$ cat config.mk
export PLATFORM = sky130hd
export DESIGN_NAME = twmr_core
export DESIGN_NICKNAME = d
export VERILOG_FILES = /design/src/design/twmr_pkg.sv /design/src/design/twmr_core.sv
export SDC_FILE = /design/constraint.sdc
export NUM_CORES = 1
export LEC_CHECK = 0
export BUFFER_PORTS_ARGS = -buffer_cell sky130_fd_sc_hd__buf_4
export CORE_UTILIZATION = 44
export DETAILED_ROUTE_END_ITERATION = 12
export PLACE_DENSITY = 0.71
export SLEW_MARGIN = 20
export SYNTH_ARGS = -nofsm -noshare
export SYNTH_HDL_FRONTEND = slang
export SYNTH_SLANG_ARGS = --single-unit
$ cat constraint.sdc
create_clock -name i_ref_clk -period 2.7 [get_ports i_ref_clk]
set_input_delay 0.27 -clock i_ref_clk [delete_from_list [all_inputs] [get_ports i_ref_clk]]
set_output_delay 0.27 -clock i_ref_clk [all_outputs]
set_load 0.1 [all_outputs]
$ cat src/design/twmr_pkg.sv
// constants and types of the two-wire master receiver
// assumes a 10 MHz core clock and a bus clock of 800 ns period
package twmr_pkg;
    // ------------------------------------------------------------
    // timing
    // ------------------------------------------------------------
    localparam int CLK_NS = 100;
    localparam int SCL_HALF_NS = 400;
    localparam int SCL_HALF_CYC = (SCL_HALF_NS + CLK_NS - 1) / CLK_NS;
    localparam int SYNC_LEN = 3;
    // ------------------------------------------------------------
    // register map
    // ------------------------------------------------------------
    localparam logic [1:0] ADR_CTL = 2'h0;
    localparam logic [1:0] ADR_STAT = 2'h1;
    localparam logic [1:0] ADR_DATA = 2'h2;
    localparam int B_FLAG = 7;
    localparam int B_ACK = 6;
    localparam int B_STA = 5;
    localparam int B_STO = 4;
    localparam int B_WCOL = 3;
    localparam int B_EN = 2;
    localparam int B_IE = 0;
    localparam logic [7:0] CTL_WMASK = 8'h75;
    localparam logic [7:0] CTL_RST = 8'h00;
    localparam logic [7:0] DATA_RST = 8'hFF;
    localparam logic [7:0] STAT_MASK = 8'hF8;
    localparam logic [3:0] ACK_BIT = 4'h8;
    // ------------------------------------------------------------
    // status codes
    // ------------------------------------------------------------
    localparam logic [7:0] SC_START = 8'h08;
    localparam logic [7:0] SC_RSTART = 8'h10;
    localparam logic [7:0] SC_WA_ACK = 8'h18;
    localparam logic [7:0] SC_WA_NACK = 8'h20;
    localparam logic [7:0] SC_WD_ACK = 8'h28;
    localparam logic [7:0] SC_WD_NACK = 8'h30;
    localparam logic [7:0] SC_LOST = 8'h38;
    localparam logic [7:0] SC_RA_ACK = 8'h40;
    localparam logic [7:0] SC_RA_NACK = 8'h48;
    localparam logic [7:0] SC_RD_ACK = 8'h50;
    localparam logic [7:0] SC_RD_NACK = 8'h58;
    localparam logic [7:0] SC_NONE = 8'hF8;
    // ------------------------------------------------------------
    // types
    // ------------------------------------------------------------
    typedef struct packed {
        logic [1:0] addr;
        logic [7:0] wdata;
        logic wr;
        logic rd;
    } twmr_req_t;
    typedef enum logic [3:0] {
        ST_IDLE, ST_WAIT_FREE, ST_START_H, ST_HOLD, ST_BIT_LO,
        ST_BIT_HI, ST_LOST, ST_STOP_LO, ST_STOP_HI, ST_STOP_END,
        ST_RS_LO, ST_RS_HI
    } twmr_state_t;
endpackage

$ cat src/design/twmr_core.sv
// two-wire master receiver: register port, byte engine, bus pins
// assumes open-drain bus pins resolved outside, slave on the far side
//
// Operation
// - start only after the bus is free
// - writing one to flag clears it, resumes
// - start sent: flag set, status 0x08
// - address direction bit picks transmit or receive
// - status low three bits read as zero
// - after read address: 0x38, 0x40 or 0x48
// - received byte held readable while flag set
// - stop request sends stop, clears stop bit
// - repeated start reported as 0x10
// - after 0x10 write address means transmit
// - lost arbitration: release, or retry start
// - next byte acked per ack enable bit
// - after 0x48: restart, stop, or both
// - byte received with ack gives 0x50
// - byte received with nack gives 0x58
// - data write with flag low sets collision
//
// The address map and the plain strobed port were chosen for this implementation.
`timescale 1ns/10ps
module twmr_core #(
    parameter int HALF = twmr_pkg::SCL_HALF_CYC
) (
    input wire logic i_ref_clk,
    input wire logic i_rstn,
    input twmr_pkg::twmr_req_t i_req,
    output logic [7:0] o_rdata,
    input wire logic i_scl,
    output logic o_scl_o,
    output logic o_scl_oe,
    input wire logic i_sda,
    output logic o_sda_o,
    output logic o_sda_oe,
    output logic o_irq
);
    import twmr_pkg::*;

    localparam logic [7:0] HALF_M1 = 8'(HALF - 1);

    logic [7:0] ctl, stat, data, shift, cnt, next_code;
    logic [3:0] bitc;
    logic [1:0][SYNC_LEN-1:0] sync;
    logic [1:0] pin_raw, pin_f, pin_fp;
    logic flag, wcol, busy, scl_low, sda_low, rs, addr_ph;
    logic rx_mode, ack_sel, en, scl_f, sda_f, wr_ctl, wr_dat;
    logic half_done, txing, drive_bit, bit_end, lost_ev;
    logic byte_end, start_end, set_ev, clr_ev, stop_done;
    twmr_state_t state;

    // ------------------------------------------------------------
    // pin synchronisers and bus state
    // ------------------------------------------------------------
    assign pin_raw = {i_scl, i_sda};
    assign scl_f = pin_f[1];
    assign sda_f = pin_f[0];

    always_ff @(posedge i_ref_clk) begin
        if (!i_rstn) begin
            sync <= '1;
            pin_f <= '1;
            pin_fp <= '1;
        end else begin
            pin_fp <= pin_f;
            for (int i = 0; i < 2; i++) begin
                sync[i] <= {sync[i][SYNC_LEN-2:0], pin_raw[i]};
                if (sync[i][1] == sync[i][2]) begin
                    pin_f[i] <= sync[i][2];
                end
            end
        end
    end

    // start and stop seen on the wires
    always_ff @(posedge i_ref_clk) begin
        if (!i_rstn) begin
            busy <= 1'b0;
        end else if (scl_f && pin_fp[1] && pin_fp[0] && !sda_f) begin
            busy <= 1'b1;
        end else if (scl_f && pin_fp[1] && !pin_fp[0] && sda_f) begin
            busy <= 1'b0;
        end
    end

    // ------------------------------------------------------------
    // event terms
    // ------------------------------------------------------------
    assign en = ctl[B_EN];
    assign wr_ctl = i_req.wr && (i_req.addr == ADR_CTL);
    assign wr_dat = i_req.wr && (i_req.addr == ADR_DATA);
    assign clr_ev = wr_ctl && i_req.wdata[B_FLAG];
    assign half_done = (cnt == HALF_M1);
    assign txing = addr_ph || !rx_mode;
    assign drive_bit = (bitc < ACK_BIT) ? txing : !txing;
    assign bit_end = (state == ST_BIT_HI) && scl_f && half_done;
    assign lost_ev = bit_end && drive_bit && !sda_low && !sda_f;
    assign byte_end = bit_end && !lost_ev && (bitc == ACK_BIT);
    assign start_end = (state == ST_START_H) && half_done;
    assign stop_done = (state == ST_STOP_END) && half_done;
    assign set_ev = start_end || byte_end || lost_ev;

    always_comb begin
        next_code = SC_NONE;
        if (lost_ev) begin
            next_code = SC_LOST;
        end else if (start_end) begin
            next_code = rs ? SC_RSTART : SC_START;
        end else if (addr_ph && rx_mode) begin
            next_code = !sda_f ? SC_RA_ACK : SC_RA_NACK;
        end else if (addr_ph) begin
            next_code = !sda_f ? SC_WA_ACK : SC_WA_NACK;
        end else if (rx_mode) begin
            next_code = ack_sel ? SC_RD_ACK : SC_RD_NACK;
        end else begin
            next_code = !sda_f ? SC_WD_ACK : SC_WD_NACK;
        end
    end

    // ------------------------------------------------------------
    // registers
    // ------------------------------------------------------------
    always_ff @(posedge i_ref_clk) begin
        if (!i_rstn) begin
            flag <= 1'b0;
        end else if (set_ev) begin
            flag <= 1'b1;
        end else if (clr_ev) begin
            flag <= 1'b0;
        end
    end

    always_ff @(posedge i_ref_clk) begin
        if (!i_rstn) begin
            stat <= SC_NONE;
        end else if (set_ev) begin
            stat <= next_code & STAT_MASK;
        end else if (clr_ev) begin
            stat <= SC_NONE;
        end
    end

    always_ff @(posedge i_ref_clk) begin
        if (!i_rstn) begin
            ctl <= CTL_RST;
        end else if (wr_ctl) begin
            ctl <= i_req.wdata & CTL_WMASK;
        end else if (stop_done) begin
            ctl[B_STO] <= 1'b0;
        end
    end

    always_ff @(posedge i_ref_clk) begin
        if (!i_rstn) begin
            wcol <= 1'b0;
        end else if (wr_dat && !flag) begin
            wcol <= 1'b1;
        end else if (clr_ev) begin
            wcol <= 1'b0;
        end
    end

    always_ff @(posedge i_ref_clk) begin
        if (!i_rstn) begin
            data <= DATA_RST;
        end else if (wr_dat && flag) begin
            data <= i_req.wdata;
        end else if (byte_end && rx_mode && !addr_ph) begin
            data <= shift;
        end
    end

    always_ff @(posedge i_ref_clk) begin
        if (!i_rstn) begin
            o_irq <= 1'b0;
        end else begin
            o_irq <= flag && ctl[B_IE];
        end
    end

    always_ff @(posedge i_ref_clk) begin
        if (!i_rstn) begin
            o_rdata <= '0;
        end else if (i_req.rd && i_req.addr == ADR_CTL) begin
            o_rdata <= {flag, ctl[B_ACK:B_STO], wcol, ctl[B_EN], 1'b0,
                        ctl[B_IE]};
        end else if (i_req.rd && i_req.addr == ADR_STAT) begin
            o_rdata <= stat;
        end else if (i_req.rd && i_req.addr == ADR_DATA) begin
            o_rdata <= data;
        end else begin
            o_rdata <= '0;
        end
    end

    // ------------------------------------------------------------
    // bus sequencer
    // ------------------------------------------------------------
    always_ff @(posedge i_ref_clk) begin
        if (!i_rstn || !en) begin
            state <= ST_IDLE;
            cnt <= '0;
            bitc <= '0;
            shift <= '0;
            scl_low <= 1'b0;
            sda_low <= 1'b0;
            rs <= 1'b0;
            addr_ph <= 1'b0;
            rx_mode <= 1'b0;
            ack_sel <= 1'b0;
        end else begin
            case (state)
                ST_IDLE: begin
                    cnt <= '0;
                    if (ctl[B_STA] && !flag) begin
                        state <= ST_WAIT_FREE;
                    end
                end
                ST_WAIT_FREE: begin
                    if (!busy) begin
                        sda_low <= 1'b1;
                        rs <= 1'b0;
                        cnt <= '0;
                        state <= ST_START_H;
                    end
                end
                ST_START_H: begin
                    if (half_done) begin
                        scl_low <= 1'b1;
                        addr_ph <= 1'b1;
                        cnt <= '0;
                        state <= ST_HOLD;
                    end else begin
                        cnt <= cnt + 8'h01;
                    end
                end
                ST_HOLD: begin
                    scl_low <= 1'b1;
                    cnt <= '0;
                    if (!flag && ctl[B_STO]) begin
                        sda_low <= 1'b1;
                        state <= ST_STOP_LO;
                    end else if (!flag && ctl[B_STA]) begin
                        sda_low <= 1'b0;
                        state <= ST_RS_LO;
                    end else if (!flag) begin
                        bitc <= '0;
                        ack_sel <= ctl[B_ACK];
                        shift <= data;
                        if (addr_ph) begin
                            rx_mode <= data[0];
                        end
                        state <= ST_BIT_LO;
                    end
                end
                ST_BIT_LO: begin
                    if (cnt == '0 && bitc < ACK_BIT) begin
                        sda_low <= txing && !shift[7];
                    end else if (cnt == '0) begin
                        sda_low <= !txing && ack_sel;
                    end
                    if (half_done) begin
                        scl_low <= 1'b0;
                        cnt <= '0;
                        state <= ST_BIT_HI;
                    end else begin
                        cnt <= cnt + 8'h01;
                    end
                end
                ST_BIT_HI: begin
                    if (!scl_f) begin
                        cnt <= '0;
                    end else if (lost_ev) begin
                        sda_low <= 1'b0;
                        cnt <= '0;
                        state <= ST_LOST;
                    end else if (half_done && bitc < ACK_BIT) begin
                        shift <= {shift[6:0], sda_f};
                        bitc <= bitc + 4'h1;
                        scl_low <= 1'b1;
                        cnt <= '0;
                        state <= ST_BIT_LO;
                    end else if (half_done) begin
                        scl_low <= 1'b1;
                        addr_ph <= 1'b0;
                        cnt <= '0;
                        state <= ST_HOLD;
                    end else begin
                        cnt <= cnt + 8'h01;
                    end
                end
                ST_LOST: begin
                    scl_low <= 1'b0;
                    sda_low <= 1'b0;
                    if (!flag) begin
                        state <= ctl[B_STA] ? ST_WAIT_FREE : ST_IDLE;
                    end
                end
                ST_STOP_LO: begin
                    if (half_done) begin
                        scl_low <= 1'b0;
                        cnt <= '0;
                        state <= ST_STOP_HI;
                    end else begin
                        cnt <= cnt + 8'h01;
                    end
                end
                ST_STOP_HI: begin
                    if (!scl_f) begin
                        cnt <= '0;
                    end else if (half_done) begin
                        sda_low <= 1'b0;
                        cnt <= '0;
                        state <= ST_STOP_END;
                    end else begin
                        cnt <= cnt + 8'h01;
                    end
                end
                ST_STOP_END: begin
                    if (half_done) begin
                        cnt <= '0;
                        state <= ctl[B_STA] ? ST_WAIT_FREE : ST_IDLE;
                    end else begin
                        cnt <= cnt + 8'h01;
                    end
                end
                ST_RS_LO: begin
                    if (half_done) begin
                        scl_low <= 1'b0;
                        cnt <= '0;
                        state <= ST_RS_HI;
                    end else begin
                        cnt <= cnt + 8'h01;
                    end
                end
                ST_RS_HI: begin
                    if (!scl_f) begin
                        cnt <= '0;
                    end else if (half_done) begin
                        sda_low <= 1'b1;
                        rs <= 1'b1;
                        cnt <= '0;
                        state <= ST_START_H;
                    end else begin
                        cnt <= cnt + 8'h01;
                    end
                end
                default: begin
                    state <= ST_IDLE;
                end
            endcase
        end
    end

    assign o_scl_o = 1'b0;
    assign o_sda_o = 1'b0;
    assign o_scl_oe = scl_low;
    assign o_sda_oe = sda_low;

    // ------------------------------------------------------------
    // checks
    // ------------------------------------------------------------
    start_free_a:
    assert property (@(posedge i_ref_clk) disable iff (!i_rstn)
        (state == ST_WAIT_FREE && busy && en) |=> !o_sda_oe)
        else $error("start issued on a busy bus");
    flag_clear_a:
    assert property (@(posedge i_ref_clk) disable iff (!i_rstn)
        (clr_ev && !set_ev) |=> !flag)
        else $error("flag not cleared by write of one");
    start_code_a:
    assert property (@(posedge i_ref_clk) disable iff (!i_rstn)
        (start_end && !rs && en) |=> (flag && stat == SC_START))
        else $error("start not reported as 0x08");
    mode_pick_a:
    assert property (@(posedge i_ref_clk) disable iff (!i_rstn)
        (state == ST_BIT_LO && bitc == '0 && cnt == '0 && addr_ph)
        |-> (rx_mode == data[0]))
        else $error("mode differs from address direction");
    stat_mask_a:
    assert property (@(posedge i_ref_clk) disable iff (!i_rstn)
        (stat & ~STAT_MASK) == '0)
        else $error("status low bits not zero");
    addr_code_a:
    assert property (@(posedge i_ref_clk) disable iff (!i_rstn)
        (byte_end && addr_ph && rx_mode && en)
        |=> flag && (stat == SC_RA_ACK || stat == SC_RA_NACK))
        else $error("bad status after read address");
    rx_byte_a:
    assert property (@(posedge i_ref_clk) disable iff (!i_rstn)
        (byte_end && !addr_ph && rx_mode)
        |=> (data == $past(shift)) && flag)
        else $error("received byte not in data register");
    ack_drive_a:
    assert property (@(posedge i_ref_clk) disable iff (!i_rstn)
        (state == ST_BIT_HI && bitc == ACK_BIT && !txing)
        |-> (o_sda_oe == ack_sel))
        else $error("ack bit differs from ack enable");
    stop_clear_a:
    assert property (@(posedge i_ref_clk) disable iff (!i_rstn)
        (stop_done && !wr_ctl && en) |=> !ctl[B_STO] && !o_sda_oe)
        else $error("stop request bit not cleared");
    rs_code_a:
    assert property (@(posedge i_ref_clk) disable iff (!i_rstn)
        (start_end && rs && en) |=> (stat == SC_RSTART))
        else $error("repeated start not reported as 0x10");
    lost_free_a:
    assert property (@(posedge i_ref_clk) disable iff (!i_rstn)
        lost_ev |=> !o_sda_oe && stat == SC_LOST ##1 !o_scl_oe)
        else $error("bus not released after lost arbitration");
    wcol_set_a:
    assert property (@(posedge i_ref_clk) disable iff (!i_rstn)
        (wr_dat && !flag && !byte_end) |=> wcol && $stable(data))
        else $error("collision write not discarded");
    hold_low_a:
    assert property (@(posedge i_ref_clk) disable iff (!i_rstn)
        (state == ST_HOLD && flag) |-> o_scl_oe)
        else $error("clock released while flag set");
    irq_req_a:
    assert property (@(posedge i_ref_clk) disable iff (!i_rstn)
        (flag && ctl[B_IE]) |=> o_irq)
        else $error("interrupt request missing");
endmodule

==> summary.md <==
| Metric | Value |
|---|---|
| Outcome | `complete, no violations` |
| Fillers | `around 850` |
| Worst Setup Start Kind | `flip-flop` |
| Vias per inst | `6.05` |
| Compound-gate portion of the synthesized area | `between 20% and 30%` |
| Initial Util | `45.3%` |
| Highest clock rate | `410 MHz` |
| First-pass GRT wire length | `16,400 µm` |
| Die Y | `about 97 µm` |
| Syn. warnings | `0` |
| Worst Path Arrival | `2710 ps` |
| Main combinational cell family by area after synthesis | `simple AND/OR/NAND/NOR gates` |
| Final hold slack | `~100 ps` |
| Core area | `around 8700 µm²` |
| Ys async rst share | `0%` |
| Postcts setup bufs | `0` |
| Req. time, crit path | `2970 ps` |
| Distinct cells, synth | `73` |
| Die Area | `9320 µm²` |
| Mux share of post-synthesis cell area | `6.40%` |
| Die span in x | `96.5 µm` |
| DR iter-0 viols | `271` |
| Port Buffer Count | `26` |
| Synth Area in Simple Gates | `between 20% and 30%` |
| Kind of critical path | `reg2reg` |
| P_leak | `1.52 nW` |
| IO Count | `29` |
| Flop pwr share | `54.8%` |
| Max Cap Viol | `0` |
| Most common flop cell mapped by yosys | `dfxtp_1` |
| PwrDens | `439 nW/µm²` |
| Post-Syn Instances | `466` |
| Fin crit share | `between 90% and 100%` |
| GPL Wtd Cong | `0.977` |
| DRC viols | `0` |
| CP Cell Sequence | `ha_1 -> nor4b_4 -> and2_1 -> nand4_1 -> a2111oi_2 -> mux2i_1` |
| Synth top area cells | `dfxtp_1 (36%), mux2i_1 (6.1%), nand2_1 (3.8%)` |
| RSZ-0062 raised after global routing | `false` |
| Top cell family by delay on the critical path | `simple AND/OR/NAND/NOR gates` |
| First-pass DRT Iterations | `5` |
| P_int | `1.41 mW` |
| Final wirelength | `10,200 µm` |
| WL per Instance | `17.1 µm` |
| H-tree Lvls | `3` |
| Post-Synth XOR/XNOR Area | `2.20%` |
| Detailed Place HPWL | `7340 µm` |
| Grt total ovfl | `0` |
| Vias in the first global route | `3,229` |
| Flops & latches, synth | `70` |
| Hold Path Class | `in2reg` |
| Clock Tree Buf Depth | `2` |
| Worst slew pin tran | `703 ps` |
| Routed Antenna Nets | `0` |
| Critical-path top delay cell | `a2111oi_2` |
| Bufs and invs on worst path | `0` |
| Post-synthesis sequential area ratio | `35.6%` |
| Setup TNS | `0 ps` |
| Min Tclk post-route | `2440 ps` |
| Setup-failing EPs final | `0` |
| Share of total power in the clock network | `approximately two fifths` |
| Power Total | `~1.9 mW` |
| Hold Fails Final Rpt | `0` |
| Post-synthesis adder-cell area fraction | `roughly 1.3%` |
| Max IR drop VDD | `322 µV` |
| Root Buffer | `clkbuf_8` |
| Critical path startpoint | `cnt[1]` |
| Worst r2r path cells | `6` |
| Share of the synthesized area in the top cell type | `35.6%` |
| Clk_skew | `roughly 11 ps` |
| CTS tree | `done` |
| Num CTS Buffers | `9` |
| Post-CTS Hold Fix Bufs | `0` |
| Layout cells sized above 1 | `between 10% and 20%` |
| Combinational Power Share | `7.1%` |
| Switching share of power | `26.3%` |
| Clock Latency Late Sink | `350 ps` |
| Clock sink total | `70` |
| Cell type with the largest total area after synthesis | `dfxtp_1` |
| Layout Nets | `503` |
| Pins Over Slew Limit | `0` |
| Reg2reg start | `cnt[1]` |
| Crit path capture type | `flip-flop` |
| Ant. Diodes | `0` |
| Mapped Area | `3930 µm²` |
| NetSw | `0.506 mW` |
| Critical path depth | `6` |
| Critical path's largest stage delay | `roughly 490 ps` |
| Via count | `3,600` |
| Final Util | `50.4%` |
| Slew headroom | `between 50% and 60%` |
| Post-cts resize count | `0` |
| Post-synth EDFFs | `0` |
| Area Growth Syn to Fin | `11.2%` |
| CP endpoint | `o_sda_oe` |
| Synth Area per Inst | `between 8 and 9 µm²` |
| Largest net degree at the start of global routing | `45` |
| RR Endpoint | `o_sda_oe` |
| Crit-path max FO | `7` |
| Reg2Reg Setup Slack | `approximately 260 ps` |
| Antenna violations before repair | `0` |
| Total Routing Usage GR | `23.1%` |
| Cell row count | `34` |
| Reg clk slew, reported paths | `80 ps` |
==> through the flow <==
| stage | setup slack (ps) | cells | area, µm² |
|---|---|---|---|
| floorplan | 494 | 467 | 3940 |
| global placement | 371 | 580 | 4210 |
| detailed placement | 293 | 580 | 4210 |
| CTS | 268 | 595 | 4370 |
| global route | 81.3 | 595 | 4370 |
| finish | 261 | 595 | 4370 |
==> layer usage <==
metal	wire length, µm	vias up	share of wire [%]	track usage, %
met5	0	-	0	0
met4	218	0	2.1	9.07
met3	660	20	6.5	4.62
met2	4500	118	44	33.4
met1	4820	1727	47	33.4
li1	-	1735	-	-
==> cells in the mapped netlist, types with 4 or more instances <==
cell type / n
clkbuf_1: 21
nor3_1: 19
nor2b_1: 13
and3_1: 6
nor3b_1: 4
buf_2: 7
a21oi_1: 24
a211oi_1: 17
a31oi_1: 8
nand2_1: 40
nor2_1: 28
ha_1: 4
nor4b_1: 11
inv_1: 11
nand2b_1: 17
a41oi_1: 8
o21ai_0: 24
nand3_1: 10
nand4_1: 8
dfxtp_1: 70
and2_1: 9
mux2i_1: 24
xor2_1: 5
==> cell usage in the layout, fill, tap and decap left out, types with 9 or more instances in the layout <==
| cell type | count |
|---|---|
| nand2b_1 | 17 |
| clkbuf_8 | 9 |
| nor2b_1 | 13 |
| and2_1 | 9 |
| dfxtp_1 | 70 |
| buf_4 | 40 |
| a211oi_1 | 17 |
| mux2i_1 | 24 |
| nand3_1 | 10 |
| nand2_1 | 40 |
| nor3_1 | 19 |
| nor2_1 | 28 |
| a21oi_1 | 24 |
| nor4b_1 | 11 |
| inv_1 | 11 |
| o21ai_0 | 24 |
==> logic make-up (layout without fill, tap and decap cells) <==
logic type / after synthesis / in the layout
flops: 70 / 70
xor+xnor: 9 / 9
simple gates: 192 / 192
buf+inv: 46 / 66
mux: 25 / 25
compound gates: 119 / 119
fa+ha+maj: 4 / 4
other cells: 1 / 2
==> how the worst min path moves through the flow <==
stage	from	end	slack, ps	cells past startpoint
after floorplan	i_sda	sync[0]	370	1
after global placement	sync[3]	sync[4]	390	1
after detailed placement	sync[3]	sync[4]	390	1
after CTS	i_scl	sync[3]	90	2
after global routing	i_sda	sync[0]	90	2
final	i_sda	sync[0]	100	2
==> final cells by class <==
type	instances	area, µm²	area share [%]
tap	108	135	3.09
sequential	70	1400	32.0
clock buffer	9	124	2.83
multi-input combinational	351	2330	53.3
timing repair buffer	40	300	6.86
clock inverter	6	40.0	0.915
inverter	11	41.3	0.944
==> power groups by stage <==
stage / registers, mW / logic [mW] / clock network, mW
after floorplan: 1.11 / 0.0649 / 0
after global placement: 1.08 / 0.134 / 0
after detailed placement: 1.08 / 0.136 / 0
after CTS: 1.05 / 0.136 / 0.750
after global routing: 1.05 / 0.146 / 0.792
final: 1.05 / 0.136 / 0.733
==> state kept, by name, indices dropped and copies added, names as in the netlist <==
| register | flops |
|---|---|
| stat | 5 |
| pin_f | 2 |
| ack_sel | 1 |
| wcol | 1 |
| flag | 1 |
| bitc | 4 |
| state | 4 |
| rx_mode | 1 |
| rs | 1 |
| data | 8 |
| o_irq | 1 |
| sync | 6 |
| busy | 1 |
| ctl | 5 |
| pin_fp | 2 |
| o_sda_oe | 1 |
| shift | 8 |
| cnt | 8 |
| o_scl_oe | 1 |
| addr_ph | 1 |
| o_rdata | 8 |
Power figures use the tool's default switching activity.
